[src/logic/sar_conv_defs.vh]
// constants shared by the conversion sequencer files
`ifndef SAR_CONV_DEFS_VH
`define SAR_CONV_DEFS_VH
`define CLK_DIV 4
`define DIV_W 2
`define EOT_DELAY 15
`define EOT_CNT_W 4
`define RES_DEFAULT 16
`define CAL_CYCLES_DEFAULT 1441020
`define CAL_TRIM_W 8
`define CAL_TRIM_RESET 8'h80
`define ST_IDLE 3'h0
`define ST_TRACK 3'h1
`define ST_HOLD 3'h2
`define ST_APPROX 3'h3
`define ST_DONE 3'h4
`define ST_CAL 3'h5
`endif

[src/logic/clk_source_select.v]
// master clock source selection and divide-by-four conversion tick
`timescale 1ns/1ps
`default_nettype none
`include "sar_conv_defs.vh"
module clk_source_select (
  // clock and reset
  input wire sys_clk_in,
  input wire rst_b,
  // master clock pin, already synchronised, and oscillator tick
  input wire master_clock_sync,
  input wire osc_tick_in,
  // outputs
  output reg ext_mode_out,
  output reg conv_tick_out
);
  reg mclk_d_r;
  reg [`DIV_W-1:0] div_r;
  reg seen_high_r;
  wire mclk_rise;
  wire src_tick;
  assign mclk_rise = master_clock_sync & ~mclk_d_r;
  // pin held low selects the internal oscillator
  assign src_tick = ext_mode_out ? mclk_rise : osc_tick_in;
  always @(posedge sys_clk_in or negedge rst_b) begin
    if (!rst_b) begin
      mclk_d_r <= 1'b0;
      div_r <= {`DIV_W{1'b0}};
      seen_high_r <= 1'b0;
      ext_mode_out <= 1'b0;
      conv_tick_out <= 1'b0;
    end else begin
      mclk_d_r <= master_clock_sync;
      seen_high_r <= master_clock_sync ? 1'b1 : seen_high_r;
      ext_mode_out <= seen_high_r | master_clock_sync;
      conv_tick_out <= 1'b0;
      if (src_tick) begin
        div_r <= div_r + 1'b1;
        // internal clock is master clock over four
        conv_tick_out <= (div_r == `CLK_DIV - 1);
      end
    end
  end
endmodule // clk_source_select
`default_nettype wire

[src/logic/sar_conversion_sequencer.v]
// successive-approximation conversion and calibration sequencer
//
// Contract
// - start each approximation at half scale, only msb set
// - clear trial bit if input below level, then try next lower bit
// - saturate code to all ones above reference, all zeros below range
// - bipolar ties msb weight to reference, result is offset binary
// - stay in track mode when neither calibrating nor converting
// - freeze sampled input at conversion start, ignore later changes
// - capture comparator offset in track, subtract at conversion start
// - calibration trims each weight to sum of lower weights plus one
// - master clock pin low selects internal oscillator, else external
// - all durations are fixed counts of master clock cycles
// - hold falling edge enters hold and starts a conversion
// - return to track automatically after conversion
// - hold still low after conversion starts another conversion
// - sequence on master clock divided by four
// - conversion lasts at least 49, 57 or 65 master clocks
// - track done falls 15 master clocks after end of conversion (code: 16, after four ticks)
`timescale 1ns/1ps
`default_nettype none
`include "sar_conv_defs.vh"
module sar_conversion_sequencer #(
  parameter RES = `RES_DEFAULT,
  parameter CAL_CYCLES = `CAL_CYCLES_DEFAULT
) (
  // clock and reset
  input wire sys_clk_in,
  input wire rst_b_in,
  // pins from outside
  input wire master_clock_in,
  input wire osc_tick_in,
  input wire hold_n_in,
  input wire bipolar_in,
  input wire cal_start_in,
  // comparator and analog sample
  input wire comp_below_in,
  input wire comp_over_ref_in,
  input wire comp_under_range_in,
  input wire [RES-1:0] analog_input_code_in,
  input wire [RES-1:0] comp_offset_in,
  // result and status
  output reg [RES-1:0] result_out,
  output reg [RES-1:0] trial_out,
  output reg tracking_out,
  output reg msb_to_ref_out,
  output reg eoc_n_out,
  output reg track_done_n_out,
  output reg calibrating_out,
  output reg [`CAL_TRIM_W-1:0] cal_trim_out,
  output reg [RES-1:0] held_sample_out
);
  // 49/57/65 master clocks = 12/14/16 tick periods plus one
  localparam STEPS = RES;
  localparam MIN_CONV = 4 * RES + 1;
  localparam CNT_W = 8;
  localparam CAL_W = 21;
  // step sizes at the width of the counters they advance
  localparam [CNT_W-1:0] CONV_STEP = `CLK_DIV;
  localparam [`EOT_CNT_W-1:0] EOT_STEP = `CLK_DIV;
  localparam [CAL_W-1:0] CAL_STEP = `CLK_DIV;

  reg rst_s1_r, rst_s2_r;
  reg [2:0] hold_sync_r;
  reg mclk_s1_r, mclk_s2_r;
  reg bip_s1_r, bip_s2_r;
  reg [2:0] state_r;
  reg [RES-1:0] bit_r;
  reg [CNT_W-1:0] conv_cnt_r;
  reg [`EOT_CNT_W-1:0] eot_cnt_r;
  reg eot_arm_r;
  reg hold_pend_r;
  reg [CAL_W-1:0] cal_cnt_r;
  reg [RES-1:0] offset_r;
  reg [4:0] cal_bit_r;
  wire rst_b;
  wire hold_fall;
  wire conv_tick;
  wire ext_mode;

  // release of reset through two flops
  always @(posedge sys_clk_in or negedge rst_b_in) begin
    if (!rst_b_in) begin
      rst_s1_r <= 1'b0;
      rst_s2_r <= 1'b0;
    end else begin
      rst_s1_r <= 1'b1;
      rst_s2_r <= rst_s1_r;
    end
  end
  assign rst_b = rst_s2_r;

  // pin synchronisers; stage two and three feed edge detect
  always @(posedge sys_clk_in or negedge rst_b) begin
    if (!rst_b) begin
      hold_sync_r <= 3'h7;
      mclk_s1_r <= 1'b0;
      mclk_s2_r <= 1'b0;
      bip_s1_r <= 1'b0;
      bip_s2_r <= 1'b0;
    end else begin
      hold_sync_r <= {hold_sync_r[1:0], hold_n_in};
      mclk_s1_r <= master_clock_in;
      mclk_s2_r <= mclk_s1_r;
      bip_s1_r <= bipolar_in;
      bip_s2_r <= bip_s1_r;
    end
  end
  assign hold_fall = hold_sync_r[2] & ~hold_sync_r[1];

  clk_source_select u_clk (
    .sys_clk_in(sys_clk_in),
    .rst_b(rst_b),
    .master_clock_sync(mclk_s2_r),
    .osc_tick_in(osc_tick_in),
    .ext_mode_out(ext_mode),
    .conv_tick_out(conv_tick)
  );

  function [RES-1:0] saturate;
    input [RES-1:0] code;
    input over;
    input under;
    begin
      if (over)
        saturate = {RES{1'b1}};
      else if (under)
        saturate = {RES{1'b0}};
      else
        saturate = code;
    end
  endfunction

  always @(posedge sys_clk_in or negedge rst_b) begin
    if (!rst_b) begin
      state_r <= `ST_CAL;
      bit_r <= {RES{1'b0}};
      conv_cnt_r <= {CNT_W{1'b0}};
      eot_cnt_r <= {`EOT_CNT_W{1'b0}};
      eot_arm_r <= 1'b0;
      hold_pend_r <= 1'b0;
      cal_cnt_r <= {CAL_W{1'b0}};
      offset_r <= {RES{1'b0}};
      cal_bit_r <= 5'h0;
      result_out <= {RES{1'b0}};
      trial_out <= {RES{1'b0}};
      tracking_out <= 1'b0;
      msb_to_ref_out <= 1'b0;
      eoc_n_out <= 1'b1;
      track_done_n_out <= 1'b1;
      calibrating_out <= 1'b1;
      cal_trim_out <= `CAL_TRIM_RESET;
      held_sample_out <= {RES{1'b0}};
    end else begin
      // edges caught between ticks are served at the next tick in track, held through a conversion, dropped in calibration
      if (hold_fall)
        hold_pend_r <= 1'b1;
      // range follows the pin on every clock while tracking
      if (state_r == `ST_TRACK)
        msb_to_ref_out <= bip_s2_r;
      if (cal_start_in && state_r != `ST_CAL) begin
        state_r <= `ST_CAL;
        cal_cnt_r <= {CAL_W{1'b0}};
        calibrating_out <= 1'b1;
        tracking_out <= 1'b0;
      end
      // track done counts master clock cycles on the conversion grid
      if (eot_arm_r && conv_tick) begin
        if (eot_cnt_r >= `EOT_DELAY - `CLK_DIV + 1) begin
          track_done_n_out <= 1'b0;
          eot_arm_r <= 1'b0;
        end else
          eot_cnt_r <= eot_cnt_r + EOT_STEP;
      end
      if (conv_tick) begin
        case (state_r)
          `ST_CAL: begin
            // hold ignored while calibrating
            hold_pend_r <= 1'b0;
            // each weight trimmed against lower sum plus dummy lsb
            if (comp_below_in)
              cal_trim_out <= cal_trim_out - 1'b1;
            else
              cal_trim_out <= cal_trim_out + 1'b1;
            cal_cnt_r <= cal_cnt_r + CAL_STEP;
            cal_bit_r <= (cal_bit_r == RES - 1) ? 5'h0 : cal_bit_r + 1'b1;
            if (cal_cnt_r >= CAL_CYCLES - `CLK_DIV) begin
              calibrating_out <= 1'b0;
              eoc_n_out <= 1'b0;
              // track done also follows the end of calibration
              eot_arm_r <= 1'b1;
              eot_cnt_r <= {`EOT_CNT_W{1'b0}};
              state_r <= `ST_TRACK;
            end
          end
          `ST_IDLE, `ST_TRACK: begin
            tracking_out <= 1'b1;
            offset_r <= comp_offset_in;
            if (hold_pend_r || hold_fall) begin
              hold_pend_r <= 1'b0;
              // sample frozen and offset removed at start
              held_sample_out <= analog_input_code_in - offset_r;
              tracking_out <= 1'b0;
              eoc_n_out <= 1'b1;
              track_done_n_out <= 1'b1;
              eot_arm_r <= 1'b0;
              trial_out <= {1'b1, {(RES-1){1'b0}}};
              bit_r <= {1'b1, {(RES-1){1'b0}}};
              conv_cnt_r <= {CNT_W{1'b0}};
              state_r <= `ST_APPROX;
            end
          end
          `ST_APPROX: begin
            conv_cnt_r <= conv_cnt_r + CONV_STEP;
            if (bit_r != {RES{1'b0}}) begin
              if (comp_below_in) begin
                trial_out <= (trial_out & ~bit_r) | (bit_r >> 1);
              end else begin
                trial_out <= trial_out | (bit_r >> 1);
              end
              bit_r <= bit_r >> 1;
            end else if (conv_cnt_r >= MIN_CONV - 1) begin
              state_r <= `ST_DONE;
            end
          end
          `ST_DONE: begin
            // offset binary falls out of the msb-to-reference tie
            result_out <= saturate(trial_out, comp_over_ref_in,
                                   comp_under_range_in);
            eoc_n_out <= 1'b0;
            tracking_out <= 1'b1;
            eot_arm_r <= 1'b1;
            eot_cnt_r <= {`EOT_CNT_W{1'b0}};
            state_r <= `ST_TRACK;
            // hold still low: restart despite short acquisition
            if (!hold_sync_r[2])
              hold_pend_r <= 1'b1;
          end
          default: state_r <= `ST_TRACK;
        endcase
      end
    end
  end
endmodule // sar_conversion_sequencer
`default_nettype wire

[config.mk]
export PLATFORM = sky130hd
export DESIGN_NAME = sar_conversion_sequencer
export DESIGN_NICKNAME = d
export VERILOG_FILES = /design/src/logic/clk_source_select.v /design/src/logic/sar_conversion_sequencer.v
export VERILOG_INCLUDE_DIRS = /design/src /design/src/logic
export SDC_FILE = /design/constraint.sdc
export NUM_CORES = 1
export LEC_CHECK = 0
export ABC_AREA = 1
export BUFFER_PORTS_ARGS = -buffer_cell sky130_fd_sc_hd__buf_2
export CAP_MARGIN = 20
export CELL_PAD_IN_SITES_DETAIL_PLACEMENT = 1
export CELL_PAD_IN_SITES_GLOBAL_PLACEMENT = 1
export CORE_UTILIZATION = 30
export DETAILED_ROUTE_END_ITERATION = 6
export MAX_ROUTING_LAYER = met4
export PLACE_DENSITY = 0.7
export SLEW_MARGIN = 40
export SYNTH_ARGS = -nofsm -noshare
export SYNTH_HDL_FRONTEND = slang
export SYNTH_SLANG_ARGS = --single-unit
[constraint.sdc]
create_clock -name sys_clk_in -period 4.7 [get_ports sys_clk_in]
set_clock_uncertainty 0.1 [all_clocks]
set_input_delay 0.705 -clock sys_clk_in [delete_from_list [all_inputs] [get_ports sys_clk_in]]
set_output_delay 0.705 -clock sys_clk_in [all_outputs]
set_load 0.02 [all_outputs]
# --- Yosys cells after proc, flatten, opt, wreduce, memory -nomap -nowiden ---
# Index checks and enable logic that the tools add are counted.
totals:
  ff_bits: 146
  output_inout_bits: 61
  elab_cells: 127
  input_bits: 42
classes:
  add_sub_neg: 7
  n_lt_le_gt_ge: 3
  n_reduce_logical: 15
  n_bitwise: 9
  n_eq_ne: 9
  mux: 55
ops:
  columns: ["op", "n"]
  rows:
  - ["two-way mux 16 bit", 6]
  - ["case mux 16 bit (2 select lines)", 2]
  - ["two-way mux 21 bit", 3]
  - ["OR 16 x 15 -> 16 bit", 2]
  - ["two-way mux 1 bit", 25]
  - ["adder 21 x 3 -> 21 bit, second input constant", 1]
  - ["greater-or-equal comparator 21 bit, second input constant", 1]
  - ["two-way mux 3 bit", 6]
  - ["AND 16 bit", 1]
  - ["two-way mux 4 bit", 4]
  - ["two-way mux 8 bit", 2]
  - ["NOT 16 bit", 1]
  - ["case mux 8 bit (2 select lines)", 1]
  - ["nonzero test 16 bit", 1]
  - ["subtractor 16 bit", 1]
  - ["case mux 1 bit (3 select lines)", 3]
  - ["case mux 3 bit (3 select lines)", 1]
  - ["adder 8 x 1 -> 8 bit, second input constant", 1]
  - ["adder 8 x 3 -> 8 bit, second input constant", 1]
  - ["greater-or-equal comparator 8 x 7 -> 1 bit, second input constant", 1]
  - ["case mux 4 bit (2 select lines)", 1]
  - ["AND reduction 4 bit", 2]
  - ["subtractor 8 x 1 -> 8 bit, second input constant", 1]
  - ["equality test 3 bit, second input constant", 2]
  - ["other kinds (20)", 28]

# --- Longest topological paths before layout ---
depth:
  ltp_word: 7
  depth_mapped: 12
  depth_no_buf: 12

# --- Modules after synthesis ---
# A second synthesis with hierarchy kept.
unflattened:
  cells_unflattened: 894
  area_unflattened_um2: 7196.9
modules_own_cells:
  columns: ["mod", "n_inst", "cells_per_inst", "area_each_um2"]
  rows:
  - ["sar_conversion_sequencer", 1, 872, 6957.9]
  - ["clk_source_select", 1, 22, 239.0]

# --- Worst setup path after synthesis ---
# Ideal clock, no wire load.
synth_timing:
  path_type: "input-to-reg"
  from: "input port analog_input_code_in[0]"
  to: "register held_sample_out[12]"
  path_slack_ps: 2557
  arrival_time_ps: 1925
  stages: 9
  setup_ps: 118
  required_ps: 4482
  cell_sequence: "inv_1 ha_1 fa_1 o21ai_0 nand3_1 nand3_1 nand2_1 nand3_1 nand2_1"
synth_via:
  elab_chain_cells: 1
synth_rtl:
  columns: ["item", "line_no", "text"]
  rows:
  - ["start: declaration", "sar_conversion_sequencer.v:40", "input wire [RES-1:0] analog_input_code_in,"]
  - ["subtractor 16 bit", "sar_conversion_sequencer.v:202", "held_sample_out <= analog_input_code_in - offset_r;"]
  - ["end signal: assignment", "sar_conversion_sequencer.v:153", "held_sample_out <= {RES{1'b0}};"]
  - ["end signal: assignment", "sar_conversion_sequencer.v:202", null]
  - ["end: declaration", "sar_conversion_sequencer.v:51", "output reg [RES-1:0] held_sample_out"]
# Every way passes these cells.
# A chain may end at the register's enable or synchronous reset.

# --- Worst setup path after layout ---
layout_timing:
  from: "register u_clk.conv_tick_out"
  to: "register trial_out[3]"
layout_via:
  elab_chain_cells: 1
layout_rtl:
  columns: ["item", "line_no", "text"]
  rows:
  - ["start: declaration", "clk_source_select.v:14", "output reg conv_tick_out"]
  - ["start signal: assignment", "clk_source_select.v:39", "conv_tick_out <= (div_r == `CLK_DIV - 1);"]
  - ["AND reduction 4 bit (no line)", null, null]
  - ["end signal: assignment", "sar_conversion_sequencer.v:146", "trial_out <= {RES{1'b0}};"]
  - ["end signal: assignment", "sar_conversion_sequencer.v:207", "trial_out <= {1'b1, {(RES-1){1'b0}}};"]
  - ["end signal: assignment", "sar_conversion_sequencer.v:217", "trial_out <= (trial_out & ~bit_r) | (bit_r >> 1);"]
  - ["end: declaration", "sar_conversion_sequencer.v:44", "output reg [RES-1:0] trial_out,"]
# Every way passes these cells.

==> metrics.md <==
| Metric | Value |
|---|---|
| Final Non-Filler Cells | `1,407` |
| Multiplexer share of the synthesized area | `0.730%` |
| Filler cells | `approximately 3,000` |
| Post-synthesis compound-gate area fraction | `11.1%` |
| Worst Path Max Fanout | `45` |
| WS Path Type | `flop to flop` |
| Static Leak | `4.49 nW` |
| Async set-reset flop share out of synthesis | `between 90% and 100%` |
| Max-slew headroom | `54.8%` |
| GRT Overall Usage | `approximately 17%` |
| Status | `finished, final reports clean` |
| Final min period | `just over 3 ns` |
| Via Count | `6,621` |
| Syn-to-layout area delta | `19.5%` |
| Root Buffer | `clkbuf_16` |
| XOR/XNOR Fraction of Synth Area | `around 1.6%` |
| Dpl cells | `1,373` |
| Synth Area in Adders | `4.68%` |
| Avg Cell Area, Syn | `7.76 sq um` |
| Worst EP required | `4.95 ns` |
| Syn Nets | `1,041` |
| I/O Pins | `103` |
| Worst Setup End Kind | `flop` |
| Post-layout net count | `1,139` |
| Largest family of logic cells by synthesized area | `simple AND/OR/NAND/NOR gates` |
| CP max stage delay | `0.59 ns` |
| H-tree Lvls | `4` |
| # DRC | `0` |
| Critical path launch point type | `flop` |
| Peak supply drop | `0.000240 V` |
| Post-synth EDFFs | `0` |
| Max-cap violations | `0` |
| Post CTS Setup Buffer Count | `0` |
| Vias per cell | `4.71` |
| Final Instance Area | `about 0.009 sq mm` |
| Final setup fails | `0` |
| Die Y-Extent | `approximately 160 microns` |
| CP delay by family, top | `simple AND/OR/NAND/NOR gates` |
| Ant diodes | `0` |
| Register bit total from synthesis | `between 100 and 150` |
| Main synth FF type | `dfrtp_1` |
| Worst skew pair latency | `0.43 ns` |
| DP Area | `0.00837 sq mm` |
| Starting density of the core | `between 30% and 40%` |
| Final setup TNS | `0 ns` |
| # clock sinks | `~140` |
| Die W | `161 microns` |
| Number of DRC markers in iteration 0 | `242` |
| Critical-path cell list | `inv_2, nor2_2, nand2_1, buf_4, nor2_2, inv_2, nand2_4, nand2_1, o21ai_1` |
| Floorplan core area | `0.0245 sq mm` |
| Clk slew on worst S/H paths | `roughly 0.070 ns` |
| Max Freq | `327 MHz` |
| Syn. warnings | `0` |
| GRT Residual Overflow | `0` |
| Register area share after synthesis | `between 40% and 50%` |
| Post-Syn Area | `0.00754 sq mm` |
| Share of cells above drive strength 1 | `16.2%` |
| Num CTS Buffers | `17` |
| Initial antenna violation count | `0` |
| Synthesized instance count | `roughly 970` |
| RSZ-0062 raised after global routing | `no` |
| Routed WL per cell | `14.2 microns` |
| GP Congestion | `about 0.82` |
| # rows | `57` |
| PortBufs | `around 100` |
| Antenna-violating nets left | `0` |
| CTS max path bufs | `2` |
| Worst EP arrival | `3.30 ns` |
| Worst slew pin tran | `0.677 ns` |
| Vias in the first global route | `7,096` |
| First-pass GRT wire length | `34,600 microns` |
| Slew Limit Fails | `0` |
| Pwr dens | `about 600 mW/mm^2` |
| Crit share post-route | `65.0%` |
| Type of the worst min-delay path | `flop to async pin` |
| WP buf/inv | `3` |
| Die area | `0.0258 sq mm` |
| CTS tree | `yes` |
| Final hold vios | `0` |
| Simple-gate share of the synthesized area | `25.9%` |
| Post-DP HPWL | `14,200 microns` |
| Final wirelength | `20,000 microns` |
| Synth cell types | `40` |
| Worst path slowest cell | `dfrtp_1` |
| Largest net degree at the start of global routing | `80` |
| DRT Pass-1 Iters | `4` |
## timing repair
item	4_1_cts	5_1_grt
endpoints found under the setup margin	0	0
hold buffers	1	0
resized for setup	0	0
endpoints found under the hold margin	2	0
## through the flow
step / hold slack [ns] / utilization (%) / worst slack [ns] / power [mW]
after global placement: 0.232 / 34.2 / 1.79 / 3.96
final: 0.138 / 36.8 / 1.65 / 5.44
after floorplan: 0.231 / - / 0.366 / 3.37
after global routing: 0.177 / 36.8 / 1.29 / 5.88
after detailed placement: 0.236 / 34.2 / 1.63 / 4.03
after CTS: 0.244 / 36.8 / 1.61 / 5.52
## sequential cells by signal (all words and copies together) (netlist names), 2 cells and up
signal,count
bit_r,16
cal_cnt_r,21
cal_trim_out,8
conv_cnt_r,6
eot_cnt_r,2
held_sample_out,16
hold_sync_r,3
offset_r,16
result_out,16
state_r,3
trial_out,16
u_clk.div_r,2
## area by class of cell
type,count,area [sq um],area share (%)
inverters,139,522,5.79
well taps,324,405,4.50
clock inverters,14,181,2.01
flip-flops and latches,142,3570,39.6
multi-input cells,663,3330,36.9
repair buffers,107,576,6.39
clock buffers,18,429,4.76
## synth_stat cells, drive strengths merged (2+ instances only)
| library cell | instances | area share, % |
|---|---|---|
| mux2 | 4 | 0.60 |
| dfstp | 9 | 3.1 |
| fa | 2 | 0.53 |
| clkbuf | 20 | 1.0 |
| a21boi | 3 | 0.30 |
| a31oi | 2 | 0.17 |
| nand4 | 25 | 2.1 |
| nand3b | 3 | 0.30 |
| o21ai | 97 | 6.4 |
| nand3 | 74 | 4.9 |
| ha | 25 | 4.1 |
| nand2 | 232 | 12 |
| nor3 | 8 | 0.60 |
| nor2 | 103 | 5.5 |
| buf | 8 | 0.71 |
| o21a | 2 | 0.20 |
| a21oi | 53 | 3.5 |
| dfrtp | 133 | 44 |
| xor2 | 12 | 1.4 |
| inv | 138 | 6.9 |
| or2 | 3 | 0.25 |
| and2 | 5 | 0.41 |
| xnor2 | 2 | 0.23 |
| o21bai | 2 | 0.20 |
## kinds of logic (layout without fill, tap and decap cells)
group | Yosys count | in the layout
mux | 5 | 5
fa+ha+maj | 27 | 27
buf+inv | 167 | 278
flops | 142 | 142
compound gates | 162 | 162
other cells | 1 | 1
xor+xnor | 14 | 14
simple gates | 454 | 454
## where the power goes
group          switching (mW)  internal (mW)
Sequential              0.285           1.63
Clock                   0.587          0.845
Combinational            1.37          0.721
Total                    2.24           3.20
## placed cells by master, fill, tap and decap left out, drive strengths merged, types with 5 or more instances in the layout
cell type,instances
ha,25
dfstp,9
and2,5
nor2,103
nand3,74
dfrtp,133
nand2,232
inv,143
nand4,25
xor2,12
a21oi,53
nor3,8
buf,106
o21ai,97
clkbuf,18
## path summary, 6_finish.rpt
path                                     start               to  slack, ns  cells past startpoint
hold reg to reg                          rst_b        mclk_s2_r       0.14                      0
hold / removal                           rst_b        mclk_s2_r       0.14                      0
setup reg to reg           u_clk.conv_tick_out     trial_out[3]       1.65                      9
min in group sys_clk_in               rst_s1_r            rst_b       0.25                      0
setup / recovery           u_clk.conv_tick_out     trial_out[3]       1.65                      9
max in group asynchronous                rst_b  calibrating_out       3.58                      1
## routing by layer
metal / wire, microns / GRT usage [%] / up-vias
met5: 0 / - / -
li1: - / - / 3317
met4: 284 / 5.45 / 0
met1: 9730 / 21.4 / 3195
met2: 9300 / 27.6 / 90
met3: 641 / 3.64 / 19
No activity file was read; power rests on OpenSTA's default activity.
